**config.mk**
```make
export PLATFORM = sky130hd
export DESIGN_NAME = rcia_irq_aggregator
export DESIGN_NICKNAME = d
export VERILOG_FILES = /design/src/hw/rcia_pkg.sv /design/src/hw/rcia_time_if.sv /design/src/hw/rcia_irq_aggregator.sv /design/src/hw/rcia_timebase.sv
export SDC_FILE = /design/constraint.sdc
export NUM_CORES = 1
export LEC_CHECK = 0
export BUFFER_PORTS_ARGS = -buffer_cell sky130_fd_sc_hd__buf_4
export CAP_MARGIN = 5
export CORE_MARGIN = 1
export CORE_UTILIZATION = 54
export DETAILED_ROUTE_END_ITERATION = 7
export GPL_ROUTABILITY_DRIVEN = 0
export GPL_TIMING_DRIVEN = 0
export HOLD_SLACK_MARGIN = 0.15
export MAX_ROUTING_LAYER = met4
export PLACE_DENSITY_LB_ADDON = 0.08
export SLEW_MARGIN = 20
export SYNTH_ARGS = -nofsm -noshare
export SYNTH_HDL_FRONTEND = slang
export SYNTH_SLANG_ARGS = --single-unit
```
**constraint.sdc**
```tcl
create_clock -name ref_clk -period 2.05 [get_ports ref_clk]
set_clock_uncertainty 0.1 [all_clocks]
set_input_delay 0.1025 -clock ref_clk [delete_from_list [all_inputs] [get_ports ref_clk]]
set_output_delay 0.1025 -clock ref_clk [all_outputs]
set_load 0.05 [all_outputs]
```
**src/hw/rcia_pkg.sv**
```systemverilog
// Shared constants for the radio core interrupt aggregator.
package rcia_pkg;

  // ************************************************************
  // Source positions in the pending vector
  // ************************************************************
  localparam int NUM_SRC       = 9;   // Number of merged radio sources.
  localparam int SRC_FINE      = 0;   // Fine target timer expiry.
  localparam int SRC_GROSS     = 1;   // Gross target timer expiry.
  localparam int SRC_TICK      = 2;   // Base-time tick.
  localparam int SRC_SLEEP     = 3;   // End of sleep.
  localparam int SRC_ERROR     = 4;   // Core error.
  localparam int SRC_RX        = 5;   // Packet received.
  localparam int SRC_EVT_END   = 6;   // Advertising, scanning or connection event end.
  localparam int SRC_CIPHER    = 7;   // Cipher processing done.
  localparam int SRC_SW        = 8;   // Software trigger.
  localparam logic [8:0] PEND_RESET = 9'h000;  // All sources idle after reset.

  // ************************************************************
  // Processor interrupt line numbers
  // ************************************************************
  localparam int IRQ_LINE_SHARED = 1;  // Line carrying the merged radio request.
  localparam int IRQ_LINE_DIAG   = 8;  // Line carrying the diagnostic request.

  // ************************************************************
  // Timing
  // ************************************************************
  localparam int CLK_PERIOD_NS = 25;      // Reference clock period.
  localparam int BASE_UNIT_NS  = 625000;  // Base time unit, 625 us.
  localparam int BASE_CYCLES   = BASE_UNIT_NS / CLK_PERIOD_NS;  // Clock cycles per unit.
  localparam int GROSS_RATIO   = 16;      // Base units per gross timer step.
  localparam int GROSS_SUB_W   = 4;       // Width of the base unit sub-counter.
  localparam logic [3:0] GROSS_SUB_LAST = 4'(GROSS_RATIO - 1);
  localparam int DIV_W         = 16;      // Width of the clock divider.
  localparam int TIMER_W       = 16;      // Width of both target timers.

  // ************************************************************
  // Diagnostic selection
  // ************************************************************
  localparam int DIAG_W     = 8;  // Number of internal diagnostic events.
  localparam int DIAG_SEL_W = 3;  // Width of the diagnostic event selection.

endpackage

```
**src/hw/rcia_time_if.sv**
```systemverilog
// Interface between the aggregator core and its time base.
interface rcia_time_if;
  logic                         tick;          // One-cycle pulse per base unit.
  logic                         fine_expire;   // One-cycle fine timer expiry.
  logic                         gross_expire;  // One-cycle gross timer expiry.
  logic [rcia_pkg::TIMER_W-1:0] fine_target;   // Fine expiry count in base units.
  logic [rcia_pkg::TIMER_W-1:0] gross_target;  // Gross expiry count in gross steps.
  logic                         fine_arm;      // Arms the fine timer.
  logic                         gross_arm;     // Arms the gross timer.

  // Time base side.
  modport timer (
    output tick, fine_expire, gross_expire,
    input  fine_target, gross_target, fine_arm, gross_arm
  );

  // Aggregator side.
  modport core (
    input  tick, fine_expire, gross_expire,
    output fine_target, gross_target, fine_arm, gross_arm
  );
endinterface

```
**src/hw/rcia_irq_aggregator.sv**
```systemverilog
// Radio core interrupt aggregator: shared radio line and diagnostic line.

module rcia_irq_aggregator #(
  parameter int BASE_CYCLES = rcia_pkg::BASE_CYCLES  // Clock cycles per base unit.
) (
  // Clock and reset.
  input  wire logic                              ref_clk,
  input  wire logic                              rst,
  // Mode.
  input  wire logic                              active_mode,
  // Radio core event pulses.
  input  wire logic                              sleep_end_evt,
  input  wire logic                              radio_error_evt,
  input  wire logic                              packet_rx_evt,
  input  wire logic                              event_end_evt,
  input  wire logic                              cipher_done_evt,
  input  wire logic                              sw_trigger_req,
  // Target timer control.
  input  wire logic [rcia_pkg::TIMER_W-1:0]      fine_target,
  input  wire logic                              fine_arm,
  input  wire logic [rcia_pkg::TIMER_W-1:0]      gross_target,
  input  wire logic                              gross_arm,
  // Pending source clear pulses.
  input  wire logic [rcia_pkg::NUM_SRC-1:0]      pending_clear,
  // Diagnostic events and selection.
  input  wire logic [rcia_pkg::DIAG_SEL_W-1:0]   diag_event_select,
  input  wire logic [rcia_pkg::DIAG_W-1:0]       diag_events,
  // Interrupt lines and status.
  output logic                                   radio_shared_irq,
  output logic                                   radio_diag_irq,
  output logic [rcia_pkg::NUM_SRC-1:0]           pending_status
);

  // ************************************************************
  // Time base
  // ************************************************************
  rcia_time_if tif ();  // Link to the divider and target timers.
  // Targets and arm pulses pass straight through; the timers keep no copy here.

  assign tif.fine_target  = fine_target;
  assign tif.gross_target = gross_target;
  assign tif.fine_arm     = fine_arm;
  assign tif.gross_arm    = gross_arm;

  rcia_timebase #(
    .BASE_CYCLES (BASE_CYCLES)
  ) u_timebase (
    .ref_clk (ref_clk),
    .rst     (rst),
    .tb      (tif.timer)
  );

  // ************************************************************
  // Source set terms
  // ************************************************************
  logic [rcia_pkg::NUM_SRC-1:0] set_vec;      // Sources firing this cycle.
  logic [rcia_pkg::NUM_SRC-1:0] pending_r;    // Sticky pending sources.
  logic [rcia_pkg::NUM_SRC-1:0] pending_nxt;  // Next pending value.
  logic                         shared_r;     // Registered shared line.
  logic                         diag_r;       // Registered diagnostic line.

  // Every event is a one-cycle pulse; the tick only counts in active mode,
  // since the base tick would otherwise wake the processor needlessly.
  // Apart from the tick's mode gating, sources are not masked here; masking is left to the processor side.
  assign set_vec[rcia_pkg::SRC_FINE]    = tif.fine_expire;
  assign set_vec[rcia_pkg::SRC_GROSS]   = tif.gross_expire;
  assign set_vec[rcia_pkg::SRC_TICK]    = tif.tick & active_mode;
  assign set_vec[rcia_pkg::SRC_SLEEP]   = sleep_end_evt;
  assign set_vec[rcia_pkg::SRC_ERROR]   = radio_error_evt;
  assign set_vec[rcia_pkg::SRC_RX]      = packet_rx_evt;
  assign set_vec[rcia_pkg::SRC_EVT_END] = event_end_evt;
  assign set_vec[rcia_pkg::SRC_CIPHER]  = cipher_done_evt;
  assign set_vec[rcia_pkg::SRC_SW]      = sw_trigger_req;

  // ************************************************************
  // Pending flags
  // ************************************************************
  // A set in the same cycle as its clear wins, so no event is lost.
  // Clearing is per bit, so software may retire sources one at a time.
  genvar gi;
  generate
    for (gi = 0; gi < rcia_pkg::NUM_SRC; gi++) begin : g_pend
      assign pending_nxt[gi] = set_vec[gi] | (pending_r[gi] & ~pending_clear[gi]);
    end
  endgenerate

  // Shared line is taken from the next pending value so that it rises
  // together with the status and never lags it.
  always_ff @(posedge ref_clk or posedge rst) begin
    if (rst) begin
      pending_r <= rcia_pkg::PEND_RESET;
      shared_r  <= 1'b0;
    end else begin
      pending_r <= pending_nxt;
      shared_r  <= |pending_nxt;
    end
  end

  // ************************************************************
  // Diagnostic line
  // ************************************************************
  // The diagnostic line is a plain registered view of the chosen event;
  // it is not sticky because it serves debugging only.
  // A change of selection shows on the line one cycle later, like an event.
  wire diag_sel_bit = diag_events[diag_event_select];

  always_ff @(posedge ref_clk or posedge rst) begin
    if (rst) begin
      diag_r <= 1'b0;
    end else begin
      diag_r <= diag_sel_bit;
    end
  end

  // Every output is a plain view of a flop, so the pins never glitch.
  assign radio_shared_irq = shared_r;
  assign radio_diag_irq   = diag_r;
  assign pending_status   = pending_r;

  // ************************************************************
  // Checks
  // ************************************************************
  // The checks watch the flops and the set terms; a_shared_merge, a_diag_follow, a_tick_line and a_diag_quiet watch the pins.
  // A held event pulse simply sets again each cycle, which every check except a_fine_single and a_gross_single accepts.
  // Races of a set against a clear are checked last, apart from a_rx_pends, since they are easy to break.
  a_shared_merge: assert property (@(posedge ref_clk) disable iff (rst)
    (set_vec != '0) |=> radio_shared_irq && (pending_status != '0))
    else $error("Shared line differs from the pending summary.");

  a_fine_pends: assert property (@(posedge ref_clk) disable iff (rst)
    tif.fine_expire |=> pending_r[rcia_pkg::SRC_FINE] && shared_r)
    else $error("Fine expiry did not raise its source.");

  a_gross_pends: assert property (@(posedge ref_clk) disable iff (rst)
    tif.gross_expire |=> pending_r[rcia_pkg::SRC_GROSS] && shared_r)
    else $error("Gross expiry did not raise its source.");

  a_tick_active: assert property (@(posedge ref_clk) disable iff (rst)
    (tif.tick && active_mode) |=> pending_r[rcia_pkg::SRC_TICK])
    else $error("Base tick lost in active mode.");

  a_tick_idle: assert property (@(posedge ref_clk) disable iff (rst)
    !pending_r[rcia_pkg::SRC_TICK] && !active_mode |=> !pending_r[rcia_pkg::SRC_TICK])
    else $error("Base tick raised outside active mode.");

  a_sleep_pends: assert property (@(posedge ref_clk) disable iff (rst)
    sleep_end_evt |=> pending_r[rcia_pkg::SRC_SLEEP])
    else $error("Sleep end did not raise its source.");

  a_error_pends: assert property (@(posedge ref_clk) disable iff (rst)
    radio_error_evt |=> pending_r[rcia_pkg::SRC_ERROR])
    else $error("Core error did not raise its source.");

  a_rx_pends: assert property (@(posedge ref_clk) disable iff (rst)
    packet_rx_evt && pending_clear[rcia_pkg::SRC_RX] |=> pending_r[rcia_pkg::SRC_RX])
    else $error("Receive event lost against a clear.");

  a_evt_end_pends: assert property (@(posedge ref_clk) disable iff (rst)
    event_end_evt |=> pending_r[rcia_pkg::SRC_EVT_END])
    else $error("Event end did not raise its source.");

  a_cipher_pends: assert property (@(posedge ref_clk) disable iff (rst)
    cipher_done_evt |=> pending_r[rcia_pkg::SRC_CIPHER])
    else $error("Cipher completion did not raise its source.");

  a_sw_pends: assert property (@(posedge ref_clk) disable iff (rst)
    sw_trigger_req |=> pending_r[rcia_pkg::SRC_SW] ##0 shared_r)
    else $error("Software request did not raise its source.");

  a_diag_follow: assert property (@(posedge ref_clk) disable iff (rst)
    ##1 radio_diag_irq == $past(diag_sel_bit))
    else $error("Diagnostic line does not follow the selected event.");

  a_shared_hold: assert property (@(posedge ref_clk) disable iff (rst)
    shared_r && ((pending_r & ~pending_clear) != '0) |=> shared_r)
    else $error("Shared line fell while a source was still pending.");

  a_shared_drop: assert property (@(posedge ref_clk) disable iff (rst)
    ((pending_r & ~pending_clear) == '0) && (set_vec == '0) |=> !shared_r && pending_r == '0)
    else $error("Shared line stayed high after all sources cleared.");

  a_rx_set: assert property (@(posedge ref_clk) disable iff (rst)
    packet_rx_evt |=> pending_r[rcia_pkg::SRC_RX])
    else $error("Receive event did not raise its source.");

  a_tick_line: assert property (@(posedge ref_clk) disable iff (rst)
    (tif.tick && active_mode) |=> radio_shared_irq)
    else $error("Base tick in active mode did not raise the shared line.");

  a_fine_single: assert property (@(posedge ref_clk) disable iff (rst)
    tif.fine_expire |=> !tif.fine_expire)
    else $error("Fine expiry lasted more than one cycle.");

  a_gross_single: assert property (@(posedge ref_clk) disable iff (rst)
    tif.gross_expire |=> !tif.gross_expire)
    else $error("Gross expiry lasted more than one cycle.");

  a_diag_quiet: assert property (@(posedge ref_clk) disable iff (rst)
    !diag_sel_bit |=> !radio_diag_irq)
    else $error("Diagnostic line high without its selected event.");

  // Set and clear races: the set must survive, a lone clear must land.
  a_clear_takes: assert property (@(posedge ref_clk) disable iff (rst)
    (pending_r & pending_clear & ~set_vec) != '0
      |=> (pending_r & $past(pending_clear) & ~$past(set_vec)) == '0)
    else $error("Clear of an idle source did not take.");

  a_set_wins: assert property (@(posedge ref_clk) disable iff (rst)
    (set_vec & pending_clear) != '0
      |=> (pending_r & $past(set_vec) & $past(pending_clear))
          == ($past(set_vec) & $past(pending_clear)))
    else $error("Clear beat a set in the same cycle.");

endmodule

```
**src/hw/rcia_timebase.sv**
```systemverilog
// Base time divider with fine and gross target timers.
module rcia_timebase #(
  parameter int BASE_CYCLES = rcia_pkg::BASE_CYCLES
) (
  // Clock and reset.
  input wire logic   ref_clk,
  input wire logic   rst,
  // Link to the aggregator core.
  rcia_time_if.timer tb
);

  // ************************************************************
  // Divider
  // ************************************************************
  localparam logic [rcia_pkg::DIV_W-1:0] DIV_LAST = rcia_pkg::DIV_W'(BASE_CYCLES - 1);

  logic [rcia_pkg::DIV_W-1:0]       div_r;         // Cycle count inside a base unit.
  logic                             tick_r;        // Base unit pulse.
  logic [rcia_pkg::TIMER_W-1:0]     fine_cnt_r;    // Base units elapsed.
  logic [rcia_pkg::GROSS_SUB_W-1:0] gross_sub_r;   // Base units inside a gross step.
  logic [rcia_pkg::TIMER_W-1:0]     gross_cnt_r;   // Gross steps elapsed.
  logic                             fine_armed_r;  // Fine timer waiting for its target.
  logic                             gross_armed_r; // Gross timer waiting for its target.
  logic                             fine_exp_r;    // Registered fine expiry pulse.
  logic                             gross_exp_r;   // Registered gross expiry pulse.

  wire div_wrap   = (div_r == DIV_LAST);
  wire gross_step = tick_r && (gross_sub_r == rcia_pkg::GROSS_SUB_LAST);
  // A timer expires on its own step, base or gross, in which its count equals the target.
  wire fine_hit   = tick_r && fine_armed_r && (fine_cnt_r == tb.fine_target);
  wire gross_hit  = gross_step && gross_armed_r && (gross_cnt_r == tb.gross_target);

  // The divider runs free so that the timers keep time in every mode.
  always_ff @(posedge ref_clk or posedge rst) begin
    if (rst) begin
      div_r  <= '0;
      tick_r <= 1'b0;
    end else begin
      div_r  <= div_wrap ? '0 : div_r + 1'b1;
      tick_r <= div_wrap;
    end
  end

  // ************************************************************
  // Target timers
  // ************************************************************
  // Fine timer steps once per base unit.
  always_ff @(posedge ref_clk or posedge rst) begin
    if (rst) begin
      fine_cnt_r   <= '0;
      fine_armed_r <= 1'b0;
      fine_exp_r   <= 1'b0;
    end else begin
      fine_cnt_r   <= fine_cnt_r + rcia_pkg::TIMER_W'(tick_r);
      fine_armed_r <= tb.fine_arm | (fine_armed_r & ~fine_hit);
      fine_exp_r   <= fine_hit;
    end
  end

  // Gross timer steps once per sixteen base units.
  always_ff @(posedge ref_clk or posedge rst) begin
    if (rst) begin
      gross_sub_r   <= '0;
      gross_cnt_r   <= '0;
      gross_armed_r <= 1'b0;
      gross_exp_r   <= 1'b0;
    end else begin
      gross_sub_r   <= gross_sub_r + rcia_pkg::GROSS_SUB_W'(tick_r);
      gross_cnt_r   <= gross_cnt_r + rcia_pkg::TIMER_W'(gross_step);
      gross_armed_r <= tb.gross_arm | (gross_armed_r & ~gross_hit);
      gross_exp_r   <= gross_hit;
    end
  end

  assign tb.tick         = tick_r;
  assign tb.fine_expire  = fine_exp_r;
  assign tb.gross_expire = gross_exp_r;

  // ************************************************************
  // Checks
  // ************************************************************
  a_tick_period: assert property (@(posedge ref_clk) disable iff (rst)
    tick_r |-> (div_r == '0) ##1 (div_r == 1))
    else $error("Base tick not aligned to divider wrap.");

  a_gross_cadence: assert property (@(posedge ref_clk) disable iff (rst)
    gross_exp_r |-> $past(gross_sub_r) == rcia_pkg::GROSS_SUB_LAST && $past(tick_r))
    else $error("Gross expiry off a gross step.");

endmodule

```
==> flow_metrics.tcl <==
set metrics [dict create \
    outcome "complete, no violations" \
    yosysSeqAreaShare 0.523 \
    synth_area_per_cell_um2 11.3 \
    worst-slew-pin-transition_ps 430 \
    rows 27 \
    yosysWarnings 0 \
    r2r-end "u_timebase.gross_cnt_r[8]" \
    dieArea_mm2 0.00634 \
    hold_class "in2reg" \
    via_per_inst 5.32 \
    cts_sinks 68 \
    cp_top_family "simple AND/OR/NAND/NOR gates" \
    min_to "u_timebase.tb.fine_expire" \
    leakage_nw 2.25 \
    setup_viol 0 \
    wl_mm 7.03 \
    die_x_um 79.6 \
    synth-edff-count 0 \
    hp-start "fine_target[11]" \
    cts_max_path_buffers 2 \
    vias 2574 \
    ff2ff_path_depth 8 \
    clkTransAtPathRegs_ps 70 \
    synth_area_leaders "dfrtp_1 (52%), xor2_1 (12%), xnor2_1 (7.8%)" \
    firstDrtPassIters 4 \
    insertion_delay_ps 340 \
    syn_area_mm2 0.00325 \
    cp.required_ps 2210 \
    final_cell_mix "buf_4 (73), dfrtp_1 (67), xor2_1 (44), dlygate4sd3_1 (33), xnor2_1 (29)" \
    worstPathArrival_ps 2090 \
    drv_cap 0 \
    numCtsBuffers 9 \
    final_util 0.802 \
    irDropWorstVdd_mv 0.415 \
    yosysTopAreaCellShare 0.523 \
    r2r_slack_ps 120 \
    port_buffers 73 \
    powerDensity_mw_per_mm2 656 \
    initial_core_util 0.577 \
    grt.overflow.total 0 \
    max_freq_mhz 517 \
    num_antenna_cells 0 \
    async_reset_ff_frac 1.00 \
    slowest_stage "dfrtp_2" \
    slew_violations 0 \
    hold_viol_final 0 \
    h-tree-depth 3 \
    post_cts_buffers 0 \
    fin_total_pwr_w 0.00297 \
    worst-path-buf-inv 0 \
    ios 74 \
    endpoint_kind "flop" \
    area_delta_synth_final_pct 39.2 \
    cp-start-kind "flop" \
    yosys.area.top_type "dfrtp_1" \
    synth_flop_cell "dfrtp_1" \
    hold_depth 5 \
    antenna_found_initial 0 \
    postRouteAntennaNets 0 \
    fin_crit_ps 1930 \
    coreArea_mm2 0.00564 \
    crit_top_cell "nor2_2" \
    drc 0 \
    grt_pass1_wl_mm 11.7 \
    crit_path_max_fanout 5 \
    synthesis.nets 359 \
    fin_nets 477 \
    die-height_um 79.6 \
    path_cells "nand3_1, nor2_2, ha_2, ha_1, nand2_1, nor2_2, and3_1, xor2_1" \
    cts_root_buffer "clkbuf_8" \
    drive_above_1_share 0.269 \
    ys_seq_elements 68 \
    yosysUniqueCellTypes 40 \
    syn_inst 289 \
    hpwl_mm 4.56 \
    cpPeakStageDelay_ps 430 \
    groute.usage.overall 0.253 \
    wire_per_inst_um 14.5 \
    fin_crit_sh 0.943 \
    dr.first_iter.drc_count 146 \
    grt_pass1_vias 2659 \
    crit_type "reg2reg" \
    slew_headroom 0.706 \
    grt_max_degree 60 \
    fillerInstances 338 \
    final_common_cell "buf_4" \
    cts_tree "built" \
    regToRegStartpoint "u_timebase.tb.tick" \
]
## timing repair
| item | in CTS | in global routing |
|---|---|---|
| hold endpoints to repair | 83 | 0 |
| pin swaps | 1 | 0 |
| resized for setup | 4 | 5 |
| setup endpoints to repair | 7 | 7 |
| hold buffers | 33 | 0 |
## worst min-delay path: cells and delay by family
| kind | cells | cell delay, ps |
|---|---|---|
| and+or+nand+nor | 3 | 190 |
| buffers and inverters | 1 | 80 |
| xor gates and xnor gates | 1 | 160 |
## stage by stage
step                worst slack (ps)  setup TNS, ps  std cells  cell area, µm²  hold WS, ps
global placement                -683         -47090        434            3890          188
global route                   -12.5          -16.8        484            4530          166
detailed placement              -225           -944        435            3920        -80.1
finish                           117              0        484            4530          153
CTS                             36.2              0        484            4510          151
floorplan                        136              0        289            3250         94.5
## state kept, by name, indices dropped and copies added (netlist names)
| name | cells |
|---|---|
| u_timebase.div_r | 16 |
| u_timebase.fine_cnt_r | 16 |
| u_timebase.gross_cnt_r | 16 |
| pending_status | 9 |
| u_timebase.gross_sub_r | 4 |
| radio_diag_irq | 1 |
| radio_shared_irq | 1 |
| u_timebase.fine_armed_r | 1 |
| u_timebase.gross_armed_r | 1 |
| u_timebase.tb.fine_expire | 1 |
| u_timebase.tb.gross_expire | 1 |
| u_timebase.tb.tick | 1 |
## power by group
| group | internal, W | leakage [nW] | switching [W] |
|---|---|---|---|
| clock network | 0.000803 | 0.115 | 0.000510 |
| registers | 0.00135 | 0.897 | 0.00000606 |
| logic | 0.000169 | 1.24 | 0.000129 |
## per-layer routing
metal,up-vias,GRT usage,routed length [µm],share of wire
met4,0,0.111,127,0.018
met5,-,-,0,0
met1,1245,0.295,2890,0.41
met2,89,0.432,3620,0.51
met3,13,0.0389,391,0.056
li1,1227,-,-,-
## final cells by class
class / instances / area [µm²] / area share
Buffer: 3 / 13.8 / 0.00304
Clock buffer: 9 / 124 / 0.0274
Timing Repair Buffer: 107 / 906 / 0.200
Multi-Input combinational cell: 205 / 1520 / 0.337
Sequential cell: 68 / 1700 / 0.376
Tap cell: 72 / 90.1 / 0.0199
Clock inverter: 7 / 115 / 0.0254
Inverter: 13 / 51.3 / 0.0113
## worst max path at each step
stage | from | end | slack (ps) | cells after the start
detailed placement | u_timebase.tb.tick | u_timebase.gross_cnt_r[13] | -230 | 7
CTS | u_timebase.tb.tick | u_timebase.gross_cnt_r[10] | 40 | 8
finish | u_timebase.tb.tick | u_timebase.gross_cnt_r[8] | 120 | 8
global route | u_timebase.tb.tick | u_timebase.gross_cnt_r[12] | -10 | 8
floorplan | rst | pending_status[0] | 140 | 1
global placement | rst | pending_status[4] | -680 | 2
## synthesized netlist by cell type, drive strengths merged, types with 2 or more instances
cell type,count
nor3,7
nor2b,3
nand4,11
and3,4
xor2,44
mux2,2
inv,13
a21o,6
nand4bb,2
nor2,19
a2111oi,2
xnor2,29
buf,2
nand3,19
dfrtp,68
o21ai,2
a21oi,2
nand2,22
mux4,2
nor4,7
and2,2
or2,2
ha,7
## kinds of logic (layout without fill, tap and decap cells)
logic type	after synthesis	after routing	synth area share
xor+xnor	73	73	0.197
mux	4	4	0.0208
buf+inv	16	139	0.0192
flops	68	68	0.523
compound gates	15	15	0.0338
simple gates	106	106	0.180
fa+ha+maj	7	7	0.0269
Note: power is estimated with default switching activity, not from simulation.
